<file path="config.mk">
export PLATFORM = sky130hd
export DESIGN_NAME = flash_store_responder
export DESIGN_NICKNAME = d
export VERILOG_FILES = /design/src/hw/flash_store_pkg.sv /design/src/hw/flash_store_responder.sv
export SDC_FILE = /design/constraint.sdc
export NUM_CORES = 1
export LEC_CHECK = 0
export ABC_AREA = 0
export BUFFER_PORTS_ARGS = -buffer_cell sky130_fd_sc_hd__buf_4
export CAP_MARGIN = 10
export CORE_MARGIN = 8
export CORE_UTILIZATION = 50
export DETAILED_ROUTE_END_ITERATION = 8
export HOLD_SLACK_MARGIN = 0.03
export PLACE_DENSITY = 0.69
export SYNTH_ARGS = -nofsm -noshare
export SYNTH_HDL_FRONTEND = slang
export SYNTH_SLANG_ARGS = --single-unit
</file>
<file path="constraint.sdc">
create_clock -name aclk -period 6.4 [get_ports aclk]
set_input_delay 1.28 -clock aclk [delete_from_list [all_inputs] [get_ports aclk]]
set_output_delay 1.28 -clock aclk [all_outputs]
set_load 0.02 [all_outputs]
</file>
<file path="src/hw/flash_store_pkg.sv">
// Constants for the flash store command responder
package flash_store_pkg;
    // Addressing of storage requests
    localparam logic [15:0] STORE_CLUSTER = 16'h0023;
    localparam logic [7:0] DEVICE_ENDPOINT = 8'hE6;
    // Byte positions inside the frame stream, frame type at 0
    localparam int SRC_EP_POS = 11;
    localparam int DST_EP_POS = 12;
    localparam int CLUSTER_POS = 13;
    localparam int HDR_BYTES = 18;
    // Payload field positions
    localparam int CMD_POS = 0;
    localparam int OPT_POS = 1;
    localparam int BLK_POS = 2;
    localparam int OFF_POS = 4;
    localparam int LEN_POS = 6;
    localparam int DATA_POS = 8;
    // Commands and result codes
    localparam logic [7:0] CMD_GEOMETRY_QUERY = 8'h00;
    localparam logic [7:0] CMD_REPLY_BIT = 8'h80;
    localparam logic [7:0] RESULT_OK = 8'h00;
    localparam logic [7:0] RESULT_UNSUPPORTED = 8'h01;
    localparam logic [7:0] CSUM_GOOD = 8'hFF;
    // Register map
    localparam logic [7:0] CTRL_OFS = 8'h00;
    localparam logic [7:0] GEOM_OFS = 8'h04;
    localparam logic [7:0] STAT_OFS = 8'h08;
    localparam int CTRL_EN_BIT = 0;
    localparam int CTRL_FRAME_BIT = 1;
    localparam int CTRL_EXPL_BIT = 2;
    localparam logic [31:0] CTRL_RESET = 32'h0000_0003;
    localparam logic [15:0] GEOM_BLOCKS_RESET = 16'h0077;
    localparam logic [15:0] GEOM_SIZE_RESET = 16'h0200;
    localparam logic [1:0] RESP_OKAY = 2'b00;
    localparam logic [1:0] RESP_SLVERR = 2'b10;
endpackage

</file>
<file path="src/hw/flash_store_responder.sv">
// Storage command responder with AXI4-Lite control registers
// ------------------------------------------------------------
// ------------------------------------------------------------
`timescale 1ns/1ps
module flash_store_responder #(
    parameter int IDX_W = 16
) (
    input wire logic aclk,
    input wire logic aresetn,
    input wire logic ce,
    input wire logic [7:0] awaddr,
    input wire logic awvalid,
    output logic awready,
    input wire logic [31:0] wdata,
    input wire logic [3:0] wstrb,
    input wire logic wvalid,
    output logic wready,
    output logic [1:0] bresp,
    output logic bvalid,
    input wire logic bready,
    input wire logic [7:0] araddr,
    input wire logic arvalid,
    output logic arready,
    output logic [31:0] rdata,
    output logic [1:0] rresp,
    output logic rvalid,
    input wire logic rready,
    input wire logic [7:0] strm_data,
    input wire logic strm_valid,
    input wire logic strm_last,
    input wire logic rx_broadcast,
    output logic strm_ready,
    output logic [7:0] rsp_data,
    output logic rsp_valid,
    output logic rsp_last,
    input wire logic rsp_ready,
    output logic [7:0] rsp_dst_endpoint,
    output logic rsp_explicit
);
    typedef enum logic {ST_RX, ST_TX} state_t;

    function automatic logic [31:0] merge(input logic [31:0] old, input logic [31:0] nw,
                                          input logic [3:0] st);
        logic [31:0] r;
        r = old;
        for (int i = 0; i < 4; i++)
            if (st[i])
                r[8*i +: 8] = nw[8*i +: 8];
        return r;
    endfunction

    // ------------------------------------------------------------
    // Register bus
    // ------------------------------------------------------------
    logic [31:0] ctrl_r;
    logic [31:0] geom_r;
    logic [15:0] ok_cnt_r;
    logic [15:0] bad_cnt_r;
    logic [7:0] aw_r;
    logic [31:0] wd_r;
    logic [3:0] ws_r;
    logic aw_have_r;
    logic w_have_r;
    logic do_wr;

    assign do_wr = ce && aw_have_r && w_have_r && !bvalid;

    always_ff @(posedge aclk)
    begin
        if (!aresetn)
        begin
            awready <= 1'b1;
            wready <= 1'b1;
            aw_have_r <= 1'b0;
            w_have_r <= 1'b0;
            aw_r <= 8'h00;
            wd_r <= 32'h0000_0000;
            ws_r <= 4'h0;
            bvalid <= 1'b0;
            bresp <= flash_store_pkg::RESP_OKAY;
        end
        else if (ce)
        begin
            if (awvalid && awready)
            begin
                aw_r <= awaddr;
                aw_have_r <= 1'b1;
                awready <= 1'b0;
            end
            if (wvalid && wready)
            begin
                wd_r <= wdata;
                ws_r <= wstrb;
                w_have_r <= 1'b1;
                wready <= 1'b0;
            end
            if (do_wr)
            begin
                bvalid <= 1'b1;
                aw_have_r <= 1'b0;
                w_have_r <= 1'b0;
                bresp <= (aw_r == flash_store_pkg::CTRL_OFS || aw_r == flash_store_pkg::GEOM_OFS)
                    ? flash_store_pkg::RESP_OKAY : flash_store_pkg::RESP_SLVERR;
            end
            if (bvalid && bready)
            begin
                bvalid <= 1'b0;
                awready <= 1'b1;
                wready <= 1'b1;
            end
        end
    end

    always_ff @(posedge aclk)
    begin
        if (!aresetn)
        begin
            ctrl_r <= flash_store_pkg::CTRL_RESET;
            geom_r <= {flash_store_pkg::GEOM_SIZE_RESET, flash_store_pkg::GEOM_BLOCKS_RESET};
        end
        else if (do_wr)
        begin
            if (aw_r == flash_store_pkg::CTRL_OFS)
                ctrl_r <= merge(ctrl_r, wd_r, ws_r) & 32'h0000_0007;
            if (aw_r == flash_store_pkg::GEOM_OFS)
                geom_r <= merge(geom_r, wd_r, ws_r);
        end
    end

    always_ff @(posedge aclk)
    begin
        if (!aresetn)
        begin
            arready <= 1'b1;
            rvalid <= 1'b0;
            rdata <= 32'h0000_0000;
            rresp <= flash_store_pkg::RESP_OKAY;
        end
        else if (ce)
        begin
            if (arvalid && arready)
            begin
                arready <= 1'b0;
                rvalid <= 1'b1;
                rresp <= flash_store_pkg::RESP_OKAY;
                case (araddr)
                    flash_store_pkg::CTRL_OFS: rdata <= ctrl_r;
                    flash_store_pkg::GEOM_OFS: rdata <= geom_r;
                    flash_store_pkg::STAT_OFS: rdata <= {bad_cnt_r, ok_cnt_r};
                    default:
                    begin
                        rdata <= 32'h0000_0000;
                        rresp <= flash_store_pkg::RESP_SLVERR;
                    end
                endcase
            end
            if (rvalid && rready)
            begin
                rvalid <= 1'b0;
                arready <= 1'b1;
            end
        end
    end

    // ------------------------------------------------------------
    // Request capture
    // ------------------------------------------------------------
    state_t state_r;
    logic [IDX_W-1:0] idx_r;
    logic [7:0] sum_r;
    logic [7:0] src_ep_r;
    logic [7:0] dst_ep_r;
    logic [15:0] cluster_r;
    logic [7:0] cmd_r;
    logic [15:0] blk_r;
    logic [15:0] off_r;
    logic [7:0] rsp_mem_r [0:7];
    logic [2:0] tx_idx_r;
    logic take;
    logic fin;
    logic sum_ok;
    logic addr_ok;
    logic long_ok;
    logic ld;
    logic is_geo;
    logic [IDX_W-1:0] pidx;

    assign take = ce && state_r == ST_RX && strm_valid && strm_ready;
    assign fin = take && strm_last;
    assign pidx = idx_r - IDX_W'(flash_store_pkg::HDR_BYTES);
    assign sum_ok = 8'(sum_r + strm_data) == flash_store_pkg::CSUM_GOOD;
    assign addr_ok = cluster_r == flash_store_pkg::STORE_CLUSTER
        && dst_ep_r == flash_store_pkg::DEVICE_ENDPOINT;
    assign long_ok = idx_r >= IDX_W'(flash_store_pkg::HDR_BYTES + flash_store_pkg::DATA_POS);
    // Whole frame seen and checked before any decode
    assign ld = fin && sum_ok && addr_ok && long_ok && !rx_broadcast
        && ctrl_r[flash_store_pkg::CTRL_EN_BIT];
    assign is_geo = cmd_r == flash_store_pkg::CMD_GEOMETRY_QUERY;

    always_ff @(posedge aclk)
    begin
        if (!aresetn)
        begin
            idx_r <= '0;
            sum_r <= 8'h00;
            src_ep_r <= 8'h00;
            dst_ep_r <= 8'h00;
            cluster_r <= 16'h0000;
            cmd_r <= 8'h00;
            blk_r <= 16'h0000;
            off_r <= 16'h0000;
        end
        else if (take)
        begin
            idx_r <= strm_last ? '0 : idx_r + 1'b1;
            sum_r <= strm_last ? 8'h00 : 8'(sum_r + strm_data);
            if (idx_r == IDX_W'(flash_store_pkg::SRC_EP_POS))
                src_ep_r <= strm_data;
            if (idx_r == IDX_W'(flash_store_pkg::DST_EP_POS))
                dst_ep_r <= strm_data;
            if (idx_r == IDX_W'(flash_store_pkg::CLUSTER_POS))
                cluster_r[15:8] <= strm_data;
            if (idx_r == IDX_W'(flash_store_pkg::CLUSTER_POS + 1))
                cluster_r[7:0] <= strm_data;
            if (pidx == IDX_W'(flash_store_pkg::CMD_POS))
                cmd_r <= strm_data;
            // High byte first on every two-byte field
            if (pidx == IDX_W'(flash_store_pkg::BLK_POS))
                blk_r[15:8] <= strm_data;
            if (pidx == IDX_W'(flash_store_pkg::BLK_POS + 1))
                blk_r[7:0] <= strm_data;
            if (pidx == IDX_W'(flash_store_pkg::OFF_POS))
                off_r[15:8] <= strm_data;
            if (pidx == IDX_W'(flash_store_pkg::OFF_POS + 1))
                off_r[7:0] <= strm_data;
        end
    end

    always_ff @(posedge aclk)
    begin
        if (!aresetn)
        begin
            ok_cnt_r <= 16'h0000;
            bad_cnt_r <= 16'h0000;
        end
        else
        begin
            if (ld)
                ok_cnt_r <= ok_cnt_r + 1'b1;
            if (fin && !sum_ok)
                bad_cnt_r <= bad_cnt_r + 1'b1;
        end
    end

    // ------------------------------------------------------------
    // Response build and send
    // ------------------------------------------------------------
    // Stream stalls while a reply drains, no buffering of a second frame
    always_ff @(posedge aclk)
    begin
        if (!aresetn)
        begin
            state_r <= ST_RX;
            strm_ready <= 1'b1;
            tx_idx_r <= 3'h0;
            rsp_valid <= 1'b0;
            rsp_last <= 1'b0;
            rsp_data <= 8'h00;
            rsp_dst_endpoint <= 8'h00;
            rsp_explicit <= 1'b0;
            for (int i = 0; i < 8; i++)
                rsp_mem_r[i] <= 8'h00;
        end
        else if (ce)
        begin
            case (state_r)
                ST_RX:
                begin
                    if (ld)
                    begin
                        state_r <= ST_TX;
                        strm_ready <= 1'b0;
                        tx_idx_r <= 3'h0;
                        rsp_dst_endpoint <= src_ep_r;
                        rsp_explicit <= ctrl_r[flash_store_pkg::CTRL_FRAME_BIT]
                            && (src_ep_r == flash_store_pkg::DEVICE_ENDPOINT
                            || ctrl_r[flash_store_pkg::CTRL_EXPL_BIT]);
                        rsp_mem_r[0] <= cmd_r | flash_store_pkg::CMD_REPLY_BIT;
                        rsp_mem_r[1] <= is_geo ? flash_store_pkg::RESULT_OK
                            : flash_store_pkg::RESULT_UNSUPPORTED;
                        rsp_mem_r[2] <= is_geo ? geom_r[15:8] : blk_r[15:8];
                        rsp_mem_r[3] <= is_geo ? geom_r[7:0] : blk_r[7:0];
                        rsp_mem_r[4] <= is_geo ? geom_r[31:24] : off_r[15:8];
                        rsp_mem_r[5] <= is_geo ? geom_r[23:16] : off_r[7:0];
                        rsp_mem_r[6] <= 8'h00;
                        rsp_mem_r[7] <= 8'h00;
                    end
                end
                ST_TX:
                begin
                    if (!rsp_valid || rsp_ready)
                    begin
                        if (rsp_valid && rsp_last)
                        begin
                            rsp_valid <= 1'b0;
                            rsp_last <= 1'b0;
                            state_r <= ST_RX;
                            strm_ready <= 1'b1;
                        end
                        else
                        begin
                            rsp_valid <= 1'b1;
                            rsp_data <= rsp_mem_r[tx_idx_r];
                            rsp_last <= tx_idx_r == 3'h7;
                            tx_idx_r <= tx_idx_r + 1'b1;
                        end
                    end
                end
                default:
                    state_r <= ST_RX;
            endcase
        end
    end

    // ------------------------------------------------------------
    // Checks
    // ------------------------------------------------------------
    logic [15:0] geom_blk_h;
    logic [15:0] geom_sz_h;
    assign geom_blk_h = {rsp_mem_r[2], rsp_mem_r[3]};
    assign geom_sz_h = {rsp_mem_r[4], rsp_mem_r[5]};
endmodule

</file>
* Word level (Yosys, flattened, before mapping) *
Memory sizes are Yosys's and may differ from the RTL's. A register that Yosys moved wholly into a read port is not among the register bits.
Cells that the tools add are included.

storage, ports and cells
  register bits after elaboration = 266
  bits in latches = 0
  bits in writable memories = 64
  bits in read-only memories = 0
  output and inout bits = 61
  word-level logic and storage cells = 195
  memories kept = 1

operators by class
  add/subtract/negate cells = 6
  $mul = 0
  divide/modulo/power cells = 0
  order comparisons = 1
  equality and inequality tests = 20
  shift operators = 0
  muxes and demuxes = 50
  bitwise operators = 10
  reductions and logical operators = 69

memory list
  memory     depth  width  read ports  clocked after memory_dff  write ports  line                          RTL
  rsp_mem_r  8      8      1           1                         8            flash_store_responder.sv:177  logic [7:0] rsp_mem_r [0:7];

operator list
  cell                     number
  $mux W8                  13
  $pmux W32 S3             1
  $eq A16 B4 Y1 const B    4
  $add A16 B1 Y16 const B  3
  $reduce_and A2 Y1        19
  $eq A16 B2 Y1 const B    2
  $eq A16 B3 Y1 const B    2
  $mux W1                  27
  $eq A8 B8 Y1 const B     3
  $logic_not A8 Y1         3
  $logic_and A1 B1 Y1      21
  $reduce_and A3 Y1        7
  $eq A16 B6 Y1 const B    1
  $eq A8 B3 Y1 const B     2
  $ge A16 B5 Y1 const B    1
  $logic_not A16 Y1        1
  $mux W16                 1
  $sub A16 B5 Y16 const B  1
  $reduce_and A4 Y1        3
  $reduce_bool A2 Y1       6
  $mux W3                  3
  $add A8 B8 Y8            1
  $eq A8 B4 Y1 const B     1
  $or A1 B1 Y1             8
  11 further kinds         22

* Depth between registers and ports, before layout *
Gate-level depths: netlist of the first run.

  word-level depth = 16
  depth in mapped cells = 11
  mapped depth without buffers = 9

* Least setup slack after synthesis of the first run *
OpenSTA, ideal clock, no wires.

  path kind = input port to flip-flop
  start point = in strm_data[0]
  end point = mem rsp_mem_r[0][0], enable pin
  setup time = 0.531 ns
  arrival time = 3.843 ns
  required time = 5.869 ns
  slack = 2.026 ns
  stages on the path = 11
  cell sequence = ha_1 -> inv_1 -> fa_1 -> nor2b_1 -> o221ai_1 -> mux2_2 -> or2_2 -> clkbuf_1 -> buf_2 -> nand3_1 -> nand2_1

RTL lines
  what                line                          RTL
  start: declaration  flash_store_responder.sv:28   input wire logic [7:0] strm_data,
  end: declaration    flash_store_responder.sv:177

==> flow_metrics.env, run 1 <==
export IMPL_number_of_synthesized_flops_with_an_enable_pin=40
export IMPL_post_route_cells_drive_above_1_share=0.134
export IMPL_totalWireLength_um=36500
export IMPL_layout_min_cycle_time_ps=4140
export IMPL_maxCapViolations=0
export IMPL_floorplan_die_width_um=185
export IMPL_num_rows=62
export IMPL_via_count_of_the_first_global_routing_pass=11185
export IMPL_max_vdd_ir_drop_v=0.000166
export IMPL_setup_total_negative_slack_ps=0
export IMPL_h_tree_depth=2
export IMPL_grt_remaining_overflow=0
export IMPL_clockRootBuffer="sky130_fd_sc_hd__clkbuf_16"
export IMPL_post_route_util=0.580
export IMPL_final_setup_viol_count=0
export IMPL_synth_ff_type="sky130_fd_sc_hd__dfxtp_1"
export IMPL_worst_slew_margin_rel=0.201
export IMPL_timing_hold_worst_class="reg -> reg"
export IMPL_cp_common_cell="sky130_fd_sc_hd__buf_4"
export IMPL_insertedDiodeCount=0
export IMPL_placeableCoreArea_um2=28400
export IMPL_worst_clock_skew_ps=20.1
export IMPL_worstPathArrival_ps=4270
export IMPL_gp_congestion=0.857
export IMPL_detailedPlacementHpwl_um=25500
export IMPL_power_clock_fraction=0.462
export IMPL_synth_area_per_cell_um2=8.89
export IMPL_net_switching_power_mw=0.924
export IMPL_placement_io_buffers=130
export IMPL_grt_setup_unrepaired="no"
export IMPL_yosys_warnings=0
export IMPL_antenna_found_initial=0
export IMPL_postcts_setup_bufs=0
export IMPL_fmax_ghz=0.241
export IMPL_growth_of_design_area_from_synthesis_to_finish_pct=15.5
export IMPL_wl_per_cell_um=17.5
export IMPL_number_of_iterations_in_the_first_detailed_routing_pass=5
export IMPL_cts_hold_buffers_added=0
export IMPL_power_density_cell_area_nw_per_um2=254
export IMPL_routed_via_density=5.58
export IMPL_switching_part_of_the_total=0.221
export IMPL_clkSinkCount=313
export IMPL_final_net_count=1765
export IMPL_finish_cell_count_without_fillers=2084
export IMPL_internal_power_mw=3.25
export IMPL_finalHoldWorstSlack_ps=460
export IMPL_synth_cells=1604
export IMPL_cts_path_max_buffers=3
export IMPL_dieHeight_um=185
export IMPL_synth_ff_latch_count=313
export IMPL_num_vias=11626
export IMPL_critPathBufInv=3
export IMPL_post_cts_resized=0
export IMPL_final_cell_mix="sky130_fd_sc_hd__nand2_1, sky130_fd_sc_hd__dfxtp_1, sky130_fd_sc_hd__buf_4"
export IMPL_final_hold_viol_count=0
export IMPL_clk_transition_reported_paths_ps=60
export IMPL_critical_path_max_stage_delay_ps=720
export IMPL_report_final_slew_viol_count=0
export IMPL_synth_lib_cells_used_distinct=74
export IMPL_synth_cell_area_um2=14300
export IMPL_grt_max_degree=150
export IMPL_layout_commonest_cell="sky130_fd_sc_hd__nand2_1"
export IMPL_share_of_total_power_in_combinational_logic=0.051
export IMPL_ys_async_rst_share=0
export IMPL_timing_critical_path_required_ps=6530
export IMPL_setup_worst_path_class="in -> reg"
export IMPL_worstSkewPairLatency_ps=510
export IMPL_grt_use_total=0.211
export IMPL_min_period_over_period=0.647
export IMPL_p_leak_nw=6.17
export IMPL_crit_path_cell_trace="buf_4 > ha_1 > inv_1 > fa_1 > nor2b_1 > o22ai_1 > xnor2_1 > o2111a_1 > nand3_1 > nand2_1 > buf_4"
export IMPL_total_instance_count_after_detailed_placement=2021
export IMPL_initial_core_utilization=0.502
export IMPL_detail_route_drc_violations=0
export IMPL_seq_area_frac_synth=0.468
export IMPL_cp_top_family="compound AO/OA/AOI/OAI gates"
export IMPL_seq_power_share=0.488
export IMPL_grt_first_pass_wirelength_um=59000
export IMPL_num_io_pins=133
export IMPL_crit_path_end_kind="flip-flop"
export IMPL_critical_path_max_fanout=40
export IMPL_design_die_area_um2=34200
export IMPL_worst_setup_path_start_kind="primary input"
export IMPL_drt_first_iter_violations=906
export IMPL_crit_path_top_delay_cell="sky130_fd_sc_hd__o2111a_1"
export IMPL_tritoncts="built"
export IMPL_cts_buffers=34
export IMPL_drtAntennaViolNets=0
export IMPL_status="finished, final reports clean"
export IMPL_reg2reg_setup_slack_ps=2800
export IMPL_worst_pin_slew_ps=1200
==> cells by family (layout without fill, tap and decap cells) <==
logic type	Yosys count	in the layout	synth area share
AO/OA/AOI/OAI	306	306	0.150
XOR/XNOR	18	18	0.0111
adder cells (fa/ha/maj)	18	18	0.0163
buffers and inverters	134	229	0.0427
flip-flops	313	313	0.468
multiplexers	106	106	0.0755
other	1	2	0.000263
AND/OR/NAND/NOR	708	708	0.237
==> synthesized netlist by cell type (6+ instances only) <==
master,number,share of area
sky130_fd_sc_hd__nand2_1,378,0.10
sky130_fd_sc_hd__dfxtp_1,273,0.38
sky130_fd_sc_hd__mux2i_1,103,0.072
sky130_fd_sc_hd__a21boi_0,99,0.052
sky130_fd_sc_hd__nand3_1,96,0.034
sky130_fd_sc_hd__clkbuf_1,74,0.019
sky130_fd_sc_hd__a21oi_1,63,0.022
sky130_fd_sc_hd__nor2_1,49,0.013
sky130_fd_sc_hd__o21ai_0,49,0.017
sky130_fd_sc_hd__edfxtp_1,40,0.084
sky130_fd_sc_hd__and2_1,38,0.017
sky130_fd_sc_hd__nand2b_1,34,0.015
sky130_fd_sc_hd__a22oi_1,31,0.016
sky130_fd_sc_hd__inv_1,22,0.0058
sky130_fd_sc_hd__nand4_1,21,0.0092
sky130_fd_sc_hd__nor2b_1,18,0.0079
sky130_fd_sc_hd__and3_1,17,0.0075
sky130_fd_sc_hd__ha_1,17,0.015
sky130_fd_sc_hd__buf_2,16,0.0056
sky130_fd_sc_hd__xor2_1,11,0.0068
sky130_fd_sc_hd__nor4_1,10,0.0044
sky130_fd_sc_hd__o211a_1,9,0.0063
sky130_fd_sc_hd__o221ai_1,9,0.0055
sky130_fd_sc_hd__o311ai_0,9,0.0055
sky130_fd_sc_hd__o41ai_1,8,0.0049
sky130_fd_sc_hd__buf_6,7,0.0055
sky130_fd_sc_hd__xnor2_1,7,0.0043
sky130_fd_sc_hd__a21o_1,6,0.0032
sky130_fd_sc_hd__and4_1,6,0.0037
sky130_fd_sc_hd__buf_1,6,0.0016
==> worst min-delay path, cell delays in order, from the launching register on <==
cell	delay (ps)
sky130_fd_sc_hd__dfxtp_1	310
sky130_fd_sc_hd__nand2_1	50
sky130_fd_sc_hd__mux2i_1	50
==> flip-flops by register name, summed over array words and instances, names as in the netlist, 16 cells and up <==
name and count:
rdata 32, rsp_mem_r 41, off_r 16, ok_cnt_r 16, cluster_r 16, bad_cnt_r 16
idx_r 16, geom_r 32, wd_r 32, blk_r 16
==> final cells by class <==
cell class,instances,area [um2]
Tap cell,384,480
Timing Repair Buffer,145,1130
Clock inverter,10,77.6
Fill cell,2608,11900
Sequential cell,313,6670
Clock buffer,51,1030
Inverter,23,86.3
Multi-Input combinational cell,1158,6990
==> per-layer routing <==
metal,vias to the layer above,wire length [um],GRT usage
met5,-,0,0
met3,53,2500,0.0424
li1,5731,-,-
met4,0,768,0.0563
met2,329,16200,0.331
met1,5513,17000,0.294
==> metrics by stage <==
| stage | area (um2) | power (mW) | setup WS (ps) |
|---|---|---|---|
| final | 16500 | 4.18 | 2260 |
| after global routing | 16500 | 4.32 | 1970 |
| after CTS | 16400 | 4.22 | 2290 |
| after detailed placement | 15300 | 2.29 | 1760 |
| after global placement | 15300 | 2.28 | 1840 |
| after floorplan | 14300 | 2.21 | 2030 |
==> worst paths after layout <==
path                                            start                            end  depth (start not counted)
worst min-delay path            off_r[6]$_SDFFE_PN0P_          off_r[6]$_SDFFE_PN0P_                          2
worst max-delay path                     strm_data[0]  rsp_mem_r[5][3]$_SDFFCE_PN0P_                         11
worst min register to register  off_r[6]$_SDFFE_PN0P_          off_r[6]$_SDFFE_PN0P_                          2
worst max register to register  sum_r[0]$_SDFFE_PN0P_  rsp_mem_r[5][3]$_SDFFCE_PN0P_                         10
==> power groups by stage <==
| stage | sequential, mW | combinational [mW] | clock [mW] |
|---|---|---|---|
| 3_3_place_gp | 2.08 | 0.204 | 0 |
| 3_5_place_dp | 2.08 | 0.209 | 0 |
| 2_1_floorplan | 2.08 | 0.130 | 0 |
| 4_1_cts | 2.04 | 0.210 | 1.97 |
| 6_report | 2.04 | 0.211 | 1.93 |
| 5_1_grt | 2.04 | 0.232 | 2.05 |
(Power assumes the default switching activity.)
==> inputs of run 2 (changes only) <==
ABC_AREA = 1   (was 0)
clock period = 4.3 ns   (was 6.4 ns; I/O delays follow)
==> flow_metrics.env, run 2 <==
export IMPL_insertedDiodeCount=0
export IMPL_synth_area_mux_share=0.0114
export IMPL_drtAntennaViolNets=0
export IMPL_design_die_area_um2=33800
export IMPL_clockRootBuffer="sky130_fd_sc_hd__clkbuf_16"
export IMPL_layout_commonest_cell="sky130_fd_sc_hd__nand2_1"
export IMPL_min_period_over_period=0.735
export IMPL_cp_top_family="buffers and inverters"
export IMPL_synth_top_family_by_area="simple AND/OR/NAND/NOR gates"
export IMPL_wl_per_cell_um=16.5
export IMPL_power_density_cell_area_nw_per_um2=386
export IMPL_grt_setup_unrepaired="no"
export IMPL_cp_common_cell="sky130_fd_sc_hd__nand2_1"
export IMPL_synth_area_leaders="sky130_fd_sc_hd__dfxtp_1, sky130_fd_sc_hd__nand2_1, sky130_fd_sc_hd__edfxtp_1, sky130_fd_sc_hd__nor2_1, sky130_fd_sc_hd__a21oi_1"
export IMPL_antenna_found_initial=0
export IMPL_synth_ff_type="sky130_fd_sc_hd__dfxtp_1"
export IMPL_num_io_pins=133
export IMPL_post_synth_and_or_nand_nor_area_fraction=0.263
export IMPL_flip_flop_count_of_the_largest_register_after_layout=41
export IMPL_postcts_setup_bufs=0
export IMPL_report_final_slew_viol_count=0
export IMPL_yosys_warnings=0
export IMPL_maxCapViolations=0
export IMPL_post_synthesis_compound_gate_area_fraction=0.144
export IMPL_initial_core_utilization=0.507
export IMPL_detail_route_drc_violations=0
export IMPL_final_hold_viol_count=0
export IMPL_placed_area_um2=15300
export IMPL_post_synth_top_area_fraction=0.388
export IMPL_critical_path_max_stage_delay_ps=590
export IMPL_final_setup_viol_count=0
export IMPL_worst_slew_margin_rel=0.281
export IMPL_p_leak_nw=6.67
export IMPL_seq_area_frac_synth=0.474
export IMPL_worstSkewPairLatency_ps=510
export IMPL_layout_min_cycle_time_ps=3160
export IMPL_critPathBufInv=4
export IMPL_whs_path_depth=2
export IMPL_grt_max_degree=91
export IMPL_synth_lib_cells_used_distinct=51
export IMPL_cts_path_max_buffers=3
export IMPL_synth_cell_area_um2=14100
export IMPL_totalWireLength_um=39400
export IMPL_detailedPlacementHpwl_um=28000
export IMPL_timing_critical_path_required_ps=4530
export IMPL_via_count_of_the_first_global_routing_pass=11900
export IMPL_final_cell_mix="sky130_fd_sc_hd__nand2_1, sky130_fd_sc_hd__dfxtp_1, sky130_fd_sc_hd__nor2_1"
export IMPL_tritoncts="built"
export IMPL_cts_hold_buffers_added=0
export IMPL_placeableCoreArea_um2=27800
export IMPL_worst_pin_slew_ps=1070
export IMPL_post_route_util=0.589
export IMPL_crit_path_cell_trace="buf_4 > clkinv_1 > fa_1 > inv_1 > nand2_1 > nand2_1 > nand3_1 > nand3_1 > nand2_1 > nand2_1 > nor2_4 > nand2_2 > nor2_4 > inv_2 > nor2_1"
export IMPL_synth_cells=1891
export IMPL_critical_path_cell_count=15
export IMPL_synth_adder_area_share=0.0165
export IMPL_synth_most_common_cell="sky130_fd_sc_hd__nand2_1"
export IMPL_num_fill_cells=2648
export IMPL_synthXorXnorAreaFrac=0.00685
export IMPL_number_of_iterations_in_the_first_detailed_routing_pass=5
export IMPL_worst_setup_path_start_kind="primary input"
export IMPL_largest_register="rsp_mem_r"
export IMPL_crit_path_end_kind="flip-flop"
export IMPL_placement_io_buffers=130
export IMPL_number_of_synthesized_flops_with_an_enable_pin=40
export IMPL_status="finished, final reports clean"
export IMPL_synth_area_per_cell_um2=7.44
export IMPL_critical_path_max_fanout=45
export IMPL_grt_first_pass_wirelength_um=62400
export IMPL_setup_total_negative_slack_ps=0
export IMPL_clkSinkCount=313
export IMPL_clk_transition_reported_paths_ps=60
export IMPL_post_route_cells_drive_above_1_share=0.118
export IMPL_num_vias=12666
export IMPL_post_cts_resized=0
export IMPL_postLayoutCellArea_um2=16400
export IMPL_gp_congestion=0.915
export IMPL_dieHeight_um=184
export IMPL_finalHoldWorstSlack_ps=458
export IMPL_fmax_ghz=0.316
export IMPL_synth_ff_latch_count=313
export IMPL_growth_of_design_area_from_synthesis_to_finish_pct=16.3
export IMPL_cts_buffers=34
export IMPL_routed_via_density=5.30
export IMPL_max_vdd_ir_drop_v=0.000322
export IMPL_setup_worst_path_class="in -> reg"
export IMPL_timing_hold_worst_class="reg -> reg"
export IMPL_cell_type_contributing_the_most_total_cell_area_after_synthesis="sky130_fd_sc_hd__dfxtp_1"
export IMPL_final_net_count=2077
export IMPL_worst_clock_skew_ps=12.4
export IMPL_drt_first_iter_violations=970
export IMPL_crit_path_top_delay_cell="sky130_fd_sc_hd__inv_2"
export IMPL_worst_reg2reg_path_depth=15
export IMPL_worstPathArrival_ps=3390
export IMPL_num_rows=61
export IMPL_grt_use_total=0.228
export IMPL_floorplan_die_width_um=184
export IMPL_h_tree_depth=2
export IMPL_ys_async_rst_share=0
export IMPL_synth_top_cells_by_count="sky130_fd_sc_hd__nand2_1, sky130_fd_sc_hd__dfxtp_1, sky130_fd_sc_hd__nor2_1"
export IMPL_grt_remaining_overflow=0
==> run 2: changes by cell type in the layout (fill, tap and decap cells not counted), sizes merged, moves of 17 or more <==
cell / delta
a21boi: -99
a21oi: +119
a22oi: -31
and2: -35
inv: +178
mux2i: -87
nand2: +34
nand2b: -34
nand3: +24
nor2: +216
nor2b: -18
nor3: +17
o21ai: +76
o22ai: +27
==> run 2: path summary, 6_finish.rpt <==
kind,start,to,slack [ps]
worst max-delay path,strm_data[1],rsp_mem_r[5][1]$_SDFFCE_PN0P_,1140
worst min-delay path,wd_r[7]$_SDFFE_PN0P_,wd_r[7]$_SDFFE_PN0P_,460
worst max register to register,sum_r[0]$_SDFFE_PN0P_,rsp_mem_r[5][1]$_SDFFCE_PN0P_,1440
worst min register to register,wd_r[7]$_SDFFE_PN0P_,wd_r[7]$_SDFFE_PN0P_,460
==> run 2: cell type report <==
| class | count | area, um2 | share of cell area |
|---|---|---|---|
| clock inverters | 9 | 101 | 0.00619 |
| clock buffers | 51 | 1010 | 0.0615 |
| repair buffers | 147 | 1120 | 0.0682 |
| inverters | 206 | 774 | 0.0473 |
| well taps | 378 | 473 | 0.0289 |
| multi-input cells | 1285 | 6230 | 0.381 |
| flip-flops and latches | 313 | 6670 | 0.407 |
==> run 2: cell families after synthesis <==
| kind of cell | Yosys count |
|---|---|
| AO/OA/AOI/OAI | 377 |
| XOR/XNOR | 11 |
| adder cells (fa/ha/maj) | 18 |
| buffers and inverters | 294 |
| flip-flops | 313 |
| multiplexers | 16 |
| other | 1 |
| AND/OR/NAND/NOR | 861 |
==> run 2: through the flow <==
step	total power, mW	worst slack [ps]	instances
after CTS	6.35	1180	2389
final	6.32	1140	2389
after global placement	3.47	793	2329
after detailed placement	3.47	647	2329
after global routing	6.53	804	2389
after floorplan	3.32	593	1892
==> run 2: tightest hold or removal path, stage by stage (launching register included) <==
cell and delay (ps):
sky130_fd_sc_hd__dfxtp_1 290, sky130_fd_sc_hd__inv_1 60, sky130_fd_sc_hd__a21oi_1 60
==> run 2: report_power, final <==
group,switching [mW],total (mW),internal (mW),leakage [nW]
logic,0.245,0.372,0.127,3.55
registers,0.0280,3.04,3.01,2.59
clock network,1.17,2.91,1.74,0.536
==> run 2: layer usage <==
layer / track usage / part of all wire
met1: 0.300 / 0.44
met2: 0.373 / 0.46
met3: 0.0381 / 0.058
met4: 0.0826 / 0.033
met5: 0 / 0
==> inputs of run 3 (changes only) <==
PLACE_DENSITY = 0.72   (was 0.69)
clock period = 2.8 ns   (was 4.3 ns; I/O delays follow)
==> flow_metrics.env, run 3 (synthesis gave the netlist of run 2 again) <==
export IMPL_post_route_util=0.606
export IMPL_post_route_cells_drive_above_1_share=0.138
export IMPL_min_from="awvalid"
export IMPL_totalWireLength_um=39800
export IMPL_grt_remaining_overflow=0
export IMPL_number_of_iterations_in_the_first_detailed_routing_pass=5
export IMPL_h_tree_depth=2
export IMPL_critical_path_max_fanout=45
export IMPL_via_count_of_the_first_global_routing_pass=12371
export IMPL_grt_first_pass_wirelength_um=63500
export IMPL_cts_path_max_buffers=3
export IMPL_antenna_found_initial=0
export IMPL_final_cell_mix="sky130_fd_sc_hd__nand2_1, sky130_fd_sc_hd__dfxtp_1, sky130_fd_sc_hd__nor2_1"
export IMPL_final_setup_viol_count=0
export IMPL_maxCapViolations=0
export IMPL_worstSkewPairLatency_ps=520
export IMPL_critical_path_reg2reg_endpoint="rsp_mem_r[0][5]$_DFFE_PP_"
export IMPL_max_vdd_ir_drop_v=0.000367
export IMPL_num_fill_cells=2555
export IMPL_min_period_over_period=0.920
export IMPL_whs_path_depth=4
export IMPL_layout_min_cycle_time_ps=2580
export IMPL_crit_path_cell_trace="ha_1 > inv_1 > fa_2 > inv_1 > nand2_1 > nand2_1 > nand3_1 > nand2_1 > inv_1 > nor2_1 > nand2_1 > nor2_4 > nand2_4 > nor2_4 > inv_2 > buf_12 > nor2_1"
export IMPL_routed_via_density=5.36
export IMPL_worst_reg2reg_path_depth=17
export IMPL_gp_congestion=0.905
export IMPL_postLayoutCellArea_um2=16800
export IMPL_critical_path_max_stage_delay_ps=350
export IMPL_dieHeight_um=184
export IMPL_finalHoldWorstSlack_ps=311
export IMPL_placeableCoreArea_um2=27800
export IMPL_layout_commonest_cell="sky130_fd_sc_hd__nand2_1"
export IMPL_crit_path_end_kind="flip-flop"
export IMPL_final_hold_viol_count=0
export IMPL_num_io_pins=133
export IMPL_worst_pin_slew_ps=816
export IMPL_wl_per_cell_um=16.4
export IMPL_cts_buffers=35
export IMPL_worst_clock_skew_ps=22.3
export IMPL_tritoncts="built"
export IMPL_worst_slew_margin_rel=0.452
export IMPL_timing_critical_path_required_ps=3160
export IMPL_cp_common_cell="sky130_fd_sc_hd__nand2_1"
export IMPL_p_leak_nw=6.95
export IMPL_insertedDiodeCount=0
export IMPL_worst_setup_path_start_kind="flip-flop"
export IMPL_finish_cell_count_without_fillers=2424
export IMPL_placed_area_um2=15600
export IMPL_rr_startpoint="sum_r[0]$_SDFFE_PN0P_"
export IMPL_hold_path_endpoint="awready$_SDFFE_PN1P_"
export IMPL_detail_route_drc_violations=0
export IMPL_crit_path_top_delay_cell="sky130_fd_sc_hd__fa_2"
export IMPL_drtAntennaViolNets=0
export IMPL_drt_first_iter_violations=1184
export IMPL_report_final_slew_viol_count=0
export IMPL_status="finished, final reports clean"
export IMPL_fmax_ghz=0.388
export IMPL_grt_setup_unrepaired="no"
export IMPL_detailedPlacementHpwl_um=28800
export IMPL_design_die_area_um2=33800
export IMPL_setup_worst_path_class="reg -> reg"
export IMPL_timing_hold_worst_class="in -> reg"
export IMPL_flip_flop_count_of_the_largest_register_after_layout=41
export IMPL_grt_max_degree=83
export IMPL_final_net_count=2109
export IMPL_largest_register="rsp_mem_r"
export IMPL_placement_io_buffers=130
export IMPL_num_vias=12981
export IMPL_clockRootBuffer="sky130_fd_sc_hd__clkbuf_16"
export IMPL_floorplan_die_width_um=184
export IMPL_num_rows=61
export IMPL_power_density_cell_area_nw_per_um2=597
export IMPL_worstPathArrival_ps=2930
export IMPL_clk_transition_reported_paths_ps=60
export IMPL_growth_of_design_area_from_synthesis_to_finish_pct=19.5
export IMPL_grt_use_total=0.231
export IMPL_initial_core_utilization=0.507
export IMPL_clkSinkCount=313
export IMPL_total_instance_count_after_detailed_placement=2360
export IMPL_reg2reg_setup_slack_ps=220
## run 3: metal layers
layer | part of all wire | wire [um] | up-vias | track usage
met5 | 0 | 0 | - | 0
met4 | 0.028 | 1130 | 0 | 0.0784
met3 | 0.061 | 2420 | 77 | 0.0326
met2 | 0.48 | 18900 | 387 | 0.387
met1 | 0.44 | 17300 | 6080 | 0.303
li1 | - | - | 6437 | -
## run 3: worst max path at each step
stage / from / endpoint
finish: sum_r[0]$_SDFFE_PN0P_ / rsp_mem_r[0][5]$_DFFE_PP_
global route: sum_r[0]$_SDFFE_PN0P_ / rsp_mem_r[2][0]$_SDFFCE_PN0P_
CTS: sum_r[0]$_SDFFE_PN0P_ / rsp_mem_r[4][0]$_SDFFCE_PN0P_
detailed placement: strm_data[0] / bad_cnt_r[9]$_SDFFE_PN0P_
global placement: strm_data[0] / bad_cnt_r[9]$_SDFFE_PN0P_
floorplan: strm_data[1] / rsp_mem_r[0][0]$_DFFE_PP_
## run 3: worst max-delay path, delay by kind of cell (launching register included)
family | cells | cell delay (ps)
and+or+nand+nor | 10 | 1100
adders and majority gates | 2 | 540
buffers and inverters | 5 | 440
DFF | 1 | 330
## run 3: repair_timing
action,in CTS,in global routing
setup buffers,0,0
endpoints found under the setup margin,1,38
hold buffers,0,0
pin swaps,0,2
resized for setup,1,4
## run 3: per-stage QoR
stage / TNS [ps] / worst slack (ps) / power (mW)
6_report: 0 / 224 / 10.0
3_5_place_dp: -5330 / -357 / 5.37
3_3_place_gp: -1010 / -229 / 5.35
4_1_cts: 0 / 166 / 10.1
2_1_floorplan: 0 / 3.54 / 5.11
5_1_grt: 0 / 3.77 / 10.4
## run 3: final cells by class
| class | count | area, um2 | area share |
|---|---|---|---|
| clock buffers | 46 | 1030 | 0.0612 |
| well taps | 378 | 473 | 0.0281 |
| flip-flops and latches | 313 | 6670 | 0.396 |
| clock inverters | 18 | 188 | 0.0112 |
| multi-input cells | 1285 | 6250 | 0.372 |
| inverters | 206 | 774 | 0.0460 |
| repair buffers | 178 | 1440 | 0.0854 |
## run 3: power by group
part           internal, mW  leakage (nW)  total [mW]  switching, mW
clock network          2.89         0.602        4.76           1.88
registers              4.63          2.59        4.68         0.0538
logic                 0.220          3.76       0.594          0.374
